$ cat src/core/wwd_pkg.sv
package wwd_pkg;

   // Clock and time base
   localparam int unsigned CLK_PERIOD_NS = 4;
   localparam int unsigned TICK_NS = 1000;
   localparam int unsigned TICK_CYCLES = TICK_NS / CLK_PERIOD_NS;
   localparam int unsigned TICK_CNT_W = 16;

   // Widths
   localparam int unsigned CNT_W = 32;
   localparam int unsigned ADDR_W = 8;
   localparam int unsigned DATA_W = 32;

   // Register offsets
   localparam logic [ADDR_W-1:0] OFS_UPPER_CAP = 8'h00;
   localparam logic [ADDR_W-1:0] OFS_HOLD_CAP = 8'h04;
   localparam logic [ADDR_W-1:0] OFS_STATUS = 8'h08;
   localparam logic [ADDR_W-1:0] OFS_FAULT_CNT = 8'h0C;

   // Reset values, in microseconds where they are times
   localparam logic [CNT_W-1:0] UPPER_CAP_RST = 32'h0000_2710;
   localparam logic [CNT_W-1:0] HOLD_CAP_RST = 32'h0000_03E8;
   localparam logic [DATA_W-1:0] FAULT_CNT_RST = 32'h0000_0000;

   // Preset times in microseconds (defaults of top parameters)
   localparam int unsigned UPPER_OPEN_US = 1000;
   localparam int unsigned UPPER_PULLUP_US = 2000;
   localparam int unsigned HOLD_OPEN_US = 200;
   localparam int unsigned HOLD_PULLUP_US = 100;

   // Lower bound as upper bound shifted right, per window select code
   localparam logic [4:0] SHIFT_SEL00 = 5'h03;
   localparam logic [4:0] SHIFT_SEL01 = 5'h02;
   localparam logic [4:0] SHIFT_SEL10 = 5'h01;
   localparam logic [1:0] SEL_NO_LOWER = 2'h3;

   // Status field positions
   localparam int unsigned ST_FAULT_BIT = 0;
   localparam int unsigned ST_OFF_BIT = 1;
   localparam int unsigned ST_INIT_BIT = 2;
   localparam int unsigned ST_PIN_BIT = 3;
   localparam int unsigned ST_KICK_BIT = 4;
   localparam int unsigned ST_STATE_LSB = 8;

   typedef enum logic [1:0] {
      PIN_OPEN,
      PIN_PULLUP,
      PIN_CAP
   } wwd_pin_t;

   typedef struct packed {
      logic window_select_1;
      logic window_select_0;
      wwd_pin_t timeout_program_pin;
      wwd_pin_t reset_delay_program_pin;
   } wwd_strap_t;

   typedef struct packed {
      logic [ADDR_W-1:0] addr;
      logic [DATA_W-1:0] wdata;
      logic wr;
      logic rd;
   } wwd_req_t;

   typedef enum logic [1:0] {
      ST_INIT,
      ST_OPEN,
      ST_FAULT,
      ST_OFF
   } wwd_state_t;

endpackage

$ cat src/core/wwd_kick_edge.sv
`timescale 1ns/1ns
module wwd_kick_edge (
   input wire logic core_clk,  // Clock
   input wire logic rst,       // Async reset, high
   input wire logic kick_in,   // Raw kick pin
   output logic kick_level,    // Synchronised level
   output logic kick_fall      // One-cycle falling edge pulse
);
   logic meta_reg;
   logic prev_reg;

   // Reset high so a kick already low at release gives one falling edge
   always_ff @(posedge core_clk or posedge rst) begin
      if (rst) begin
         meta_reg <= 1'b1;
         kick_level <= 1'b1;
         prev_reg <= 1'b1;
      end else begin
         meta_reg <= kick_in;
         kick_level <= meta_reg;
         prev_reg <= kick_level;
      end
   end

   assign kick_fall = prev_reg & ~kick_level;
endmodule

$ cat src/core/wwd_tick.sv
`timescale 1ns/1ns
module wwd_tick
   import wwd_pkg::*;
#(
   parameter int unsigned DIV = TICK_CYCLES
) (
   input wire logic core_clk, // Clock
   input wire logic rst,      // Async reset, high
   output logic tick          // One-cycle time base pulse
);
   logic [TICK_CNT_W-1:0] div_reg;

   always_ff @(posedge core_clk or posedge rst) begin
      if (rst) begin
         div_reg <= '0;
         tick <= 1'b0;
      end else if (div_reg == TICK_CNT_W'(DIV - 1)) begin
         div_reg <= '0;
         tick <= 1'b1;
      end else begin
         div_reg <= div_reg + 1'b1;
         tick <= 1'b0;
      end
   end
endmodule

$ cat src/core/wwd_top.sv
// The address-and-strobe port and the address map were decided locally.
`timescale 1ns/1ns
// What this block does
// - After power-up, kicks are ignored until the fault hold time elapses.
// - Kicks are ignored while the fault output is low.
// - Kicks are ignored entirely while the straps select disabled.
// - On timeout drive fault output low for the hold time, then release.
// - While disabled, the fault output stays high whatever the kick does.
// - Window selects plus timeout pin state choose ratio, timeout, or disable.
// - Timeout pin pulled up or open picks one of the preset timeouts.
// - Delay pin pulled up or open picks one of the preset hold times.
// - With a capacitor on the delay pin, hold time follows the capacitor.
module wwd_top
   import wwd_pkg::*;
#(
   parameter int unsigned UPPER_OPEN_TIME_US = UPPER_OPEN_US,
   parameter int unsigned UPPER_PULLUP_TIME_US = UPPER_PULLUP_US,
   parameter int unsigned HOLD_OPEN_TIME_US = HOLD_OPEN_US,
   parameter int unsigned HOLD_PULLUP_TIME_US = HOLD_PULLUP_US,
   parameter int unsigned TICK_DIV = TICK_CYCLES
) (
   input wire logic core_clk,                  // 250 MHz clock
   input wire logic rst,                       // Async reset, high
   input wire logic watchdog_kick_in,          // Kick from supervised processor
   input wire wwd_pkg::wwd_strap_t straps,     // Window selects and pin states
   input wire logic watchdog_fault_in,         // Level seen on the fault wire
   output logic watchdog_fault_out_n,          // Fault pin drive value, always low
   output logic watchdog_fault_oe,             // High while pulling fault pin low
   input wire wwd_pkg::wwd_req_t reg_req,      // Register strobes, address, data
   output logic [wwd_pkg::DATA_W-1:0] reg_rdata // Read data, cycle after read
);
   import wwd_pkg::*;

   localparam logic [CNT_W-1:0] UPPER_OPEN_CNT = CNT_W'(UPPER_OPEN_TIME_US);
   localparam logic [CNT_W-1:0] UPPER_PULLUP_CNT = CNT_W'(UPPER_PULLUP_TIME_US);
   localparam logic [CNT_W-1:0] HOLD_OPEN_CNT = CNT_W'(HOLD_OPEN_TIME_US);
   localparam logic [CNT_W-1:0] HOLD_PULLUP_CNT = CNT_W'(HOLD_PULLUP_TIME_US);

   logic tick;
   logic kick_level;
   logic kick_fall;
   logic fault_meta_reg;
   logic fault_sync_reg;

   wwd_state_t state_reg;
   wwd_state_t state_next;
   logic [CNT_W-1:0] cnt_reg;
   logic [CNT_W-1:0] cnt_next;

   logic [CNT_W-1:0] upper_cap_reg;
   logic [CNT_W-1:0] hold_cap_reg;
   logic [DATA_W-1:0] fault_cnt_reg;

   logic [CNT_W-1:0] upper_us;
   logic [CNT_W-1:0] lower_us;
   logic [CNT_W-1:0] hold_us;
   logic [1:0] sel;
   logic disabled;
   logic upper_hit;
   logic hold_hit;
   logic fault_entry;

   wwd_tick #(
      .DIV(TICK_DIV)
   ) u_tick (
      .core_clk(core_clk),
      .rst(rst),
      .tick(tick)
   );

   wwd_kick_edge u_kick (
      .core_clk(core_clk),
      .rst(rst),
      .kick_in(watchdog_kick_in),
      .kick_level(kick_level),
      .kick_fall(kick_fall)
   );

   assign sel = {straps.window_select_1, straps.window_select_0};

   // Window decode from straps and program pin states
   always_comb begin
      case (straps.timeout_program_pin)
         PIN_OPEN: upper_us = UPPER_OPEN_CNT;
         PIN_PULLUP: upper_us = UPPER_PULLUP_CNT;
         default: upper_us = upper_cap_reg;
      endcase
      case (sel)
         2'h0: lower_us = upper_us >> SHIFT_SEL00;
         2'h1: lower_us = upper_us >> SHIFT_SEL01;
         2'h2: lower_us = upper_us >> SHIFT_SEL10;
         default: lower_us = '0;
      endcase
      case (straps.reset_delay_program_pin)
         PIN_OPEN: hold_us = HOLD_OPEN_CNT;
         PIN_PULLUP: hold_us = HOLD_PULLUP_CNT;
         default: hold_us = hold_cap_reg;
      endcase
   end

   // Disable only with selects both high and the timeout pin open
   assign disabled = (sel == SEL_NO_LOWER) && (straps.timeout_program_pin == PIN_OPEN);
   assign upper_hit = (cnt_reg >= upper_us);
   assign hold_hit = (cnt_reg >= hold_us);

   // Window sequencing; counter runs in microsecond ticks
   always_comb begin
      state_next = state_reg;
      cnt_next = cnt_reg;
      case (state_reg)
         ST_INIT: begin
            // Kicks disregarded until the power-up hold has run out
            if (hold_hit) begin
               state_next = disabled ? ST_OFF : ST_OPEN;
               cnt_next = '0;
            end else if (tick) begin
               cnt_next = cnt_reg + 1'b1;
            end
         end
         ST_OPEN: begin
            if (disabled) begin
               state_next = ST_OFF;
               cnt_next = '0;
            end else if (kick_fall) begin
               if (cnt_reg < lower_us) begin
                  state_next = ST_FAULT;
               end
               cnt_next = '0;
            end else if (upper_hit) begin
               state_next = ST_FAULT;
               cnt_next = '0;
            end else if (tick) begin
               cnt_next = cnt_reg + 1'b1;
            end
         end
         ST_FAULT: begin
            // Kick edges are not looked at here
            if (disabled) begin
               state_next = ST_OFF;
               cnt_next = '0;
            end else if (hold_hit) begin
               state_next = ST_OPEN;
               cnt_next = '0;
            end else if (tick) begin
               cnt_next = cnt_reg + 1'b1;
            end
         end
         default: begin
            // Leaving disable starts a fresh window
            if (!disabled) begin
               state_next = ST_OPEN;
               cnt_next = '0;
            end
         end
      endcase
   end

   assign fault_entry = (state_next == ST_FAULT) && (state_reg != ST_FAULT);

   always_ff @(posedge core_clk or posedge rst) begin
      if (rst) begin
         state_reg <= ST_INIT;
         cnt_reg <= '0;
      end else begin
         state_reg <= state_next;
         cnt_reg <= cnt_next;
      end
   end

   // Open-drain fault pin: only ever pulls low
   always_ff @(posedge core_clk or posedge rst) begin
      if (rst) begin
         watchdog_fault_out_n <= 1'b0;
         watchdog_fault_oe <= 1'b0;
      end else begin
         watchdog_fault_out_n <= 1'b0;
         watchdog_fault_oe <= (state_next == ST_FAULT);
      end
   end

   // Fault wire readback for status
   always_ff @(posedge core_clk or posedge rst) begin
      if (rst) begin
         fault_meta_reg <= 1'b1;
         fault_sync_reg <= 1'b1;
      end else begin
         fault_meta_reg <= watchdog_fault_in;
         fault_sync_reg <= fault_meta_reg;
      end
   end

   // Capacitor-equivalent times written by software
   always_ff @(posedge core_clk or posedge rst) begin
      if (rst) begin
         upper_cap_reg <= UPPER_CAP_RST;
         hold_cap_reg <= HOLD_CAP_RST;
      end else if (reg_req.wr) begin
         if (reg_req.addr == OFS_UPPER_CAP) begin
            upper_cap_reg <= reg_req.wdata;
         end else if (reg_req.addr == OFS_HOLD_CAP) begin
            hold_cap_reg <= reg_req.wdata;
         end
      end
   end

   // New fault wins over a clear in the same cycle
   always_ff @(posedge core_clk or posedge rst) begin
      if (rst) begin
         fault_cnt_reg <= FAULT_CNT_RST;
      end else if (reg_req.wr && (reg_req.addr == OFS_FAULT_CNT)) begin
         fault_cnt_reg <= fault_entry ? DATA_W'(1) : FAULT_CNT_RST;
      end else if (fault_entry && (fault_cnt_reg != '1)) begin
         fault_cnt_reg <= fault_cnt_reg + 1'b1;
      end
   end

   // Read data live for exactly one cycle; unmapped reads give zero
   always_ff @(posedge core_clk or posedge rst) begin
      if (rst) begin
         reg_rdata <= '0;
      end else if (!reg_req.rd) begin
         reg_rdata <= '0;
      end else if (reg_req.addr == OFS_UPPER_CAP) begin
         reg_rdata <= upper_cap_reg;
      end else if (reg_req.addr == OFS_HOLD_CAP) begin
         reg_rdata <= hold_cap_reg;
      end else if (reg_req.addr == OFS_STATUS) begin
         reg_rdata <= '0;
         reg_rdata[ST_FAULT_BIT] <= (state_reg == ST_FAULT);
         reg_rdata[ST_OFF_BIT] <= (state_reg == ST_OFF);
         reg_rdata[ST_INIT_BIT] <= (state_reg == ST_INIT);
         reg_rdata[ST_PIN_BIT] <= fault_sync_reg;
         reg_rdata[ST_KICK_BIT] <= kick_level;
         reg_rdata[ST_STATE_LSB +: 2] <= state_reg;
      end else if (reg_req.addr == OFS_FAULT_CNT) begin
         reg_rdata <= fault_cnt_reg;
      end else begin
         reg_rdata <= '0;
      end
   end

endmodule
$ cat config.mk
export PLATFORM = sky130hd
export DESIGN_NAME = wwd_top
export DESIGN_NICKNAME = d
export VERILOG_FILES = /design/src/core/wwd_pkg.sv /design/src/core/wwd_kick_edge.sv /design/src/core/wwd_tick.sv /design/src/core/wwd_top.sv
export SDC_FILE = /design/constraint.sdc
export NUM_CORES = 1
export LEC_CHECK = 0
export BUFFER_PORTS_ARGS = -buffer_cell sky130_fd_sc_hd__buf_2
export CORE_ASPECT_RATIO = 0.5
export CORE_MARGIN = 3
export CORE_UTILIZATION = 56
export CTS_BUF_LIST = sky130_fd_sc_hd__clkbuf_8 sky130_fd_sc_hd__clkbuf_16
export CTS_CLUSTER_SIZE = 40
export DETAILED_ROUTE_END_ITERATION = 8
export PLACE_DENSITY = 0.78
export SLEW_MARGIN = 20
export SYNTH_ARGS = -nofsm -noshare
export SYNTH_HDL_FRONTEND = slang
export SYNTH_SLANG_ARGS = --single-unit
$ cat constraint.sdc
create_clock -name core_clk -period 4.9 [get_ports core_clk]
set_input_delay 0.245 -clock core_clk [delete_from_list [all_inputs] [get_ports core_clk]]
set_output_delay 0.245 -clock core_clk [all_outputs]
set_load 0.01 [all_outputs]
==> flow_metrics.tcl <==
set metrics [dict create \
    portBuffers 84 \
    routed_via_density 6.380 \
    setup_viol 0 \
    rsz0062_at_grt "no" \
    synthTopCellsByArea "dfrtp_1 36%, ha_1 10%, mux2_2 8.5%, nor2_1 4.3%, a21oi_1 4.0%" \
    grt_max_degree 186 \
    cts_sinks 185 \
    firstDrtPassIters 6 \
    crit_arrival_ns 4.13 \
    status "finished clean" \
    slew_headroom 0.2894 \
    slew_viol_final 0 \
    slowest_stage "or4_1" \
    instances_no_fill 1573 \
    area_growth_pct 10.32 \
    clock_skew_ns 0.01139 \
    crit_chain "buf_2 -> nor2b_1 -> a21oi_1 -> nor2_1 -> o31ai_1 -> ha_1 -> a21oi_1 -> o21ai_0 -> a211o_1 -> a21oi_1 -> a211o_1 -> a32oi_1 -> buf_4 -> or2_0 -> buf_4 -> or4_1 -> a21oi_1" \
    dp_cells 1535 \
    dieArea_um2 22840 \
    cp_max_fo 36 \
    async_reset_ff_frac 1.000 \
    clockBufferDepth 2 \
    overflow 0 \
    utilization 0.6475 \
    worst_pin_slew_ns 1.063 \
    timing.final.ws_setup_ns 1.140 \
    synth_edf_count 0 \
    ys.flop_type "dfrtp_1" \
    grt_first_pass_wirelength_mm 51.43 \
    root_buffer "clkbuf_16" \
    cts_max_level 4 \
    io_pins 86 \
    crit_path_max_incr_delay_ns 0.51 \
    dp.final_hpwl_mm 23.91 \
    powerDensity_nw_per_um2 284.9 \
    synth-adder-area-share 0.1034 \
    ys_seq_elements 185 \
    period_share 0.7673 \
    post-place-ws_ns 0.7735 \
    vias 10040 \
    synth_top_area_cell "dfrtp_1" \
    gp_congestion 0.9770 \
    rows 36 \
    ys_seq_area_frac 0.3961 \
    synth_top_family_by_area "simple AND/OR/NAND/NOR gates" \
    routed_wl_mm 32.31 \
    clkTransAtPathRegs_ns 0.07 \
    antenna_found_initial 3 \
    critPathRequiredTime_ns 5.27 \
    die_x_um 210.7 \
    synth_compound_area_frac 0.1589 \
    synthSimpleGateAreaFrac 0.1904 \
    syn-cell-area_um2 11740 \
    cts_tree "yes" \
    hold_violations 0 \
    ys_types 76 \
    yosysTopAreaCellShare 0.3603 \
    crit_type "in -> reg" \
    end_kind "flop" \
    die_h_um 108.4 \
    ctsResizeCount 0 \
    syn_inst 1241 \
    yosysWarnings 0 \
    setup_tns_ns 0 \
    clock_latency_ns 0.45 \
    wl_per_cell_um 20.54 \
    period_needed_ns 3.760 \
    postSynthAreaPerCell_um2 9.458 \
    start_util 0.5869 \
    synth-xor-area-share 0.01567 \
    worstSetupStartpointType "primary input" \
    grt_pass1_vias 9483 \
    worstHoldPathType "in -> reg" \
    drt_iter0_drc 1230 \
    postRouteAntennaNets 0 \
    syn-num-nets 1390 \
    route.detailed.drc 0 \
    core-area_um2 20000 \
    p_leak_uw 0.006138 \
    layout-drive-gt1-share 0.2046 \
    synthMuxAreaShare 0.1027 \
    maxCapViolations 0 \
    grt_use_total 0.2913 \
    layout.nets 1441 \
    cts_buffers 17 \
    crit_path_frequent_cell "a21oi_1" \
    clock.fmax_mhz 266.0 \
    peakVddDrop_mv 0.2582 \
]
## cell usage after synthesis (all sizes together), types with 9 or more instances
cell type    n
a31o         9
nand4       30
and3        31
clkbuf      41
dfstp       16
nor2b       16
or3          9
xnor2       16
a22oi       26
a21o        14
nor2       136
and2        12
buf         30
o21ai       48
a31oi       33
mux2i        9
inv         19
a21oi       93
and4        10
nand3       48
ha          97
nor3        17
a211oi      10
dfrtp      169
nand2      114
o21a         9
mux2        89
## cell usage in the layout, fill, tap and decap left out, types with 4 or more instances in the layout
| master | synthesis | routed |
|---|---|---|
| a211o_1 | 7 | 7 |
| a211oi_1 | 10 | 10 |
| a21o_1 | 14 | 14 |
| a21oi_1 | 93 | 93 |
| a221o_1 | 5 | 5 |
| a22oi_1 | 26 | 26 |
| a31o_2 | 9 | 9 |
| a31oi_1 | 33 | 33 |
| a41o_1 | 4 | 4 |
| and2_1 | 11 | 11 |
| and3_1 | 31 | 31 |
| and4_1 | 10 | 10 |
| buf_2 | 16 | 84 |
| buf_4 | 4 | 14 |
| clkbuf_16 | 0 | 17 |
| dfrtp_1 | 169 | 169 |
| dfstp_2 | 16 | 16 |
| ha_1 | 97 | 97 |
| inv_1 | 19 | 18 |
| mux2_2 | 89 | 89 |
| mux2i_1 | 9 | 9 |
| mux4_2 | 5 | 5 |
| nand2_1 | 114 | 114 |
| nand2b_1 | 7 | 7 |
| nand3_1 | 47 | 47 |
| nand4_1 | 29 | 29 |
| nor2_1 | 136 | 134 |
| nor2b_1 | 16 | 16 |
| nor3_1 | 14 | 14 |
| nor4_1 | 7 | 7 |
| o21a_1 | 9 | 9 |
| o21ai_0 | 44 | 44 |
| o31ai_1 | 5 | 5 |
| or3_1 | 9 | 9 |
| or4_1 | 4 | 4 |
| xnor2_1 | 16 | 16 |
| xor2_1 | 5 | 5 |
## area by class of cell
class | instances | area, um2
fillers | 1610 | 7051
repair buffers | 103 | 603.1
multi-input cells | 966 | 6711
diodes | 2 | 5.005
inverters | 19 | 75.07
clock buffers | 18 | 439.2
clock inverters | 14 | 132.6
well taps | 266 | 332.8
flip-flops and latches | 185 | 4649
## worst max-delay path: cells and delay by family
kind	cells	cell delay [ns]
adders and majority gates	1	0.32
and+or+nand+nor	4	1.02
buffers and inverters	3	0.86
AOI/OAI and AO/OA	9	1.70
## per-stage QoR
step / hold slack, ns / total power, uW / cell area, um2
floorplan: 0.2495 / 2146 / 11740
global placement: 0.3465 / 2312 / 12310
detailed placement: 0.3514 / 2337 / 12310
CTS: 0.02199 / 3687 / 12910
global route: 0.03228 / 3840 / 12950
finish: 0.04380 / 3689 / 12950
## kinds of logic (layout without fill, tap and decap cells)
family	after synthesis	after routing
and+or+nand+nor	456	456
muxes	103	103
DFF	185	185
buffers and inverters	90	154
AOI/OAI and AO/OA	288	288
other	1	3
adders and majority gates	97	97
xor gates and xnor gates	21	21
## routing by layer
metal	vias to the layer above	GRT usage	part of all wire
li1	4659	-	-
met1	4948	0.4274	0.45
met2	381	0.4348	0.43
met3	45	0.07768	0.099
met4	2	0.06396	0.013
met5	-	0	0.00022
## what timing repair did
item,CTS,global route
setup buffers,0,0
endpoints found under the hold margin,2,39
hold buffers,2,1
## report_power, final
group	internal, uW	switching (uW)	leakage (uW)
Sequential	1590	104	0.00248
Combinational	228	412	0.00338
Clock	685	673	0.000282
Total	2500	1190	0.00614
## final timing paths
path | start | to | slack [ns] | cells after the start
worst max-delay path | straps[3] | fault_cnt_reg[17]$_DFFE_PP0P_ | 1.14 | 17
min in group asynchronous | rst | reg_rdata[28]$_DFF_PP0_ | 0.39 | 4
max in group asynchronous | rst | fault_cnt_reg[3]$_DFFE_PP0P_ | 3.49 | 5
worst min-delay path | reg_req[30] | upper_cap_reg[28]$_DFFE_PP0P_ | 0.04 | 2
worst max register to register | upper_cap_reg[10]$_DFFE_PP1P_ | fault_cnt_reg[17]$_DFFE_PP0P_ | 1.18 | 15
worst min register to register | u_kick.meta_reg$_DFF_PP1_ | u_kick.kick_level$_DFF_PP1_ | 0.36 | 0
(Power assumes the default switching activity.)
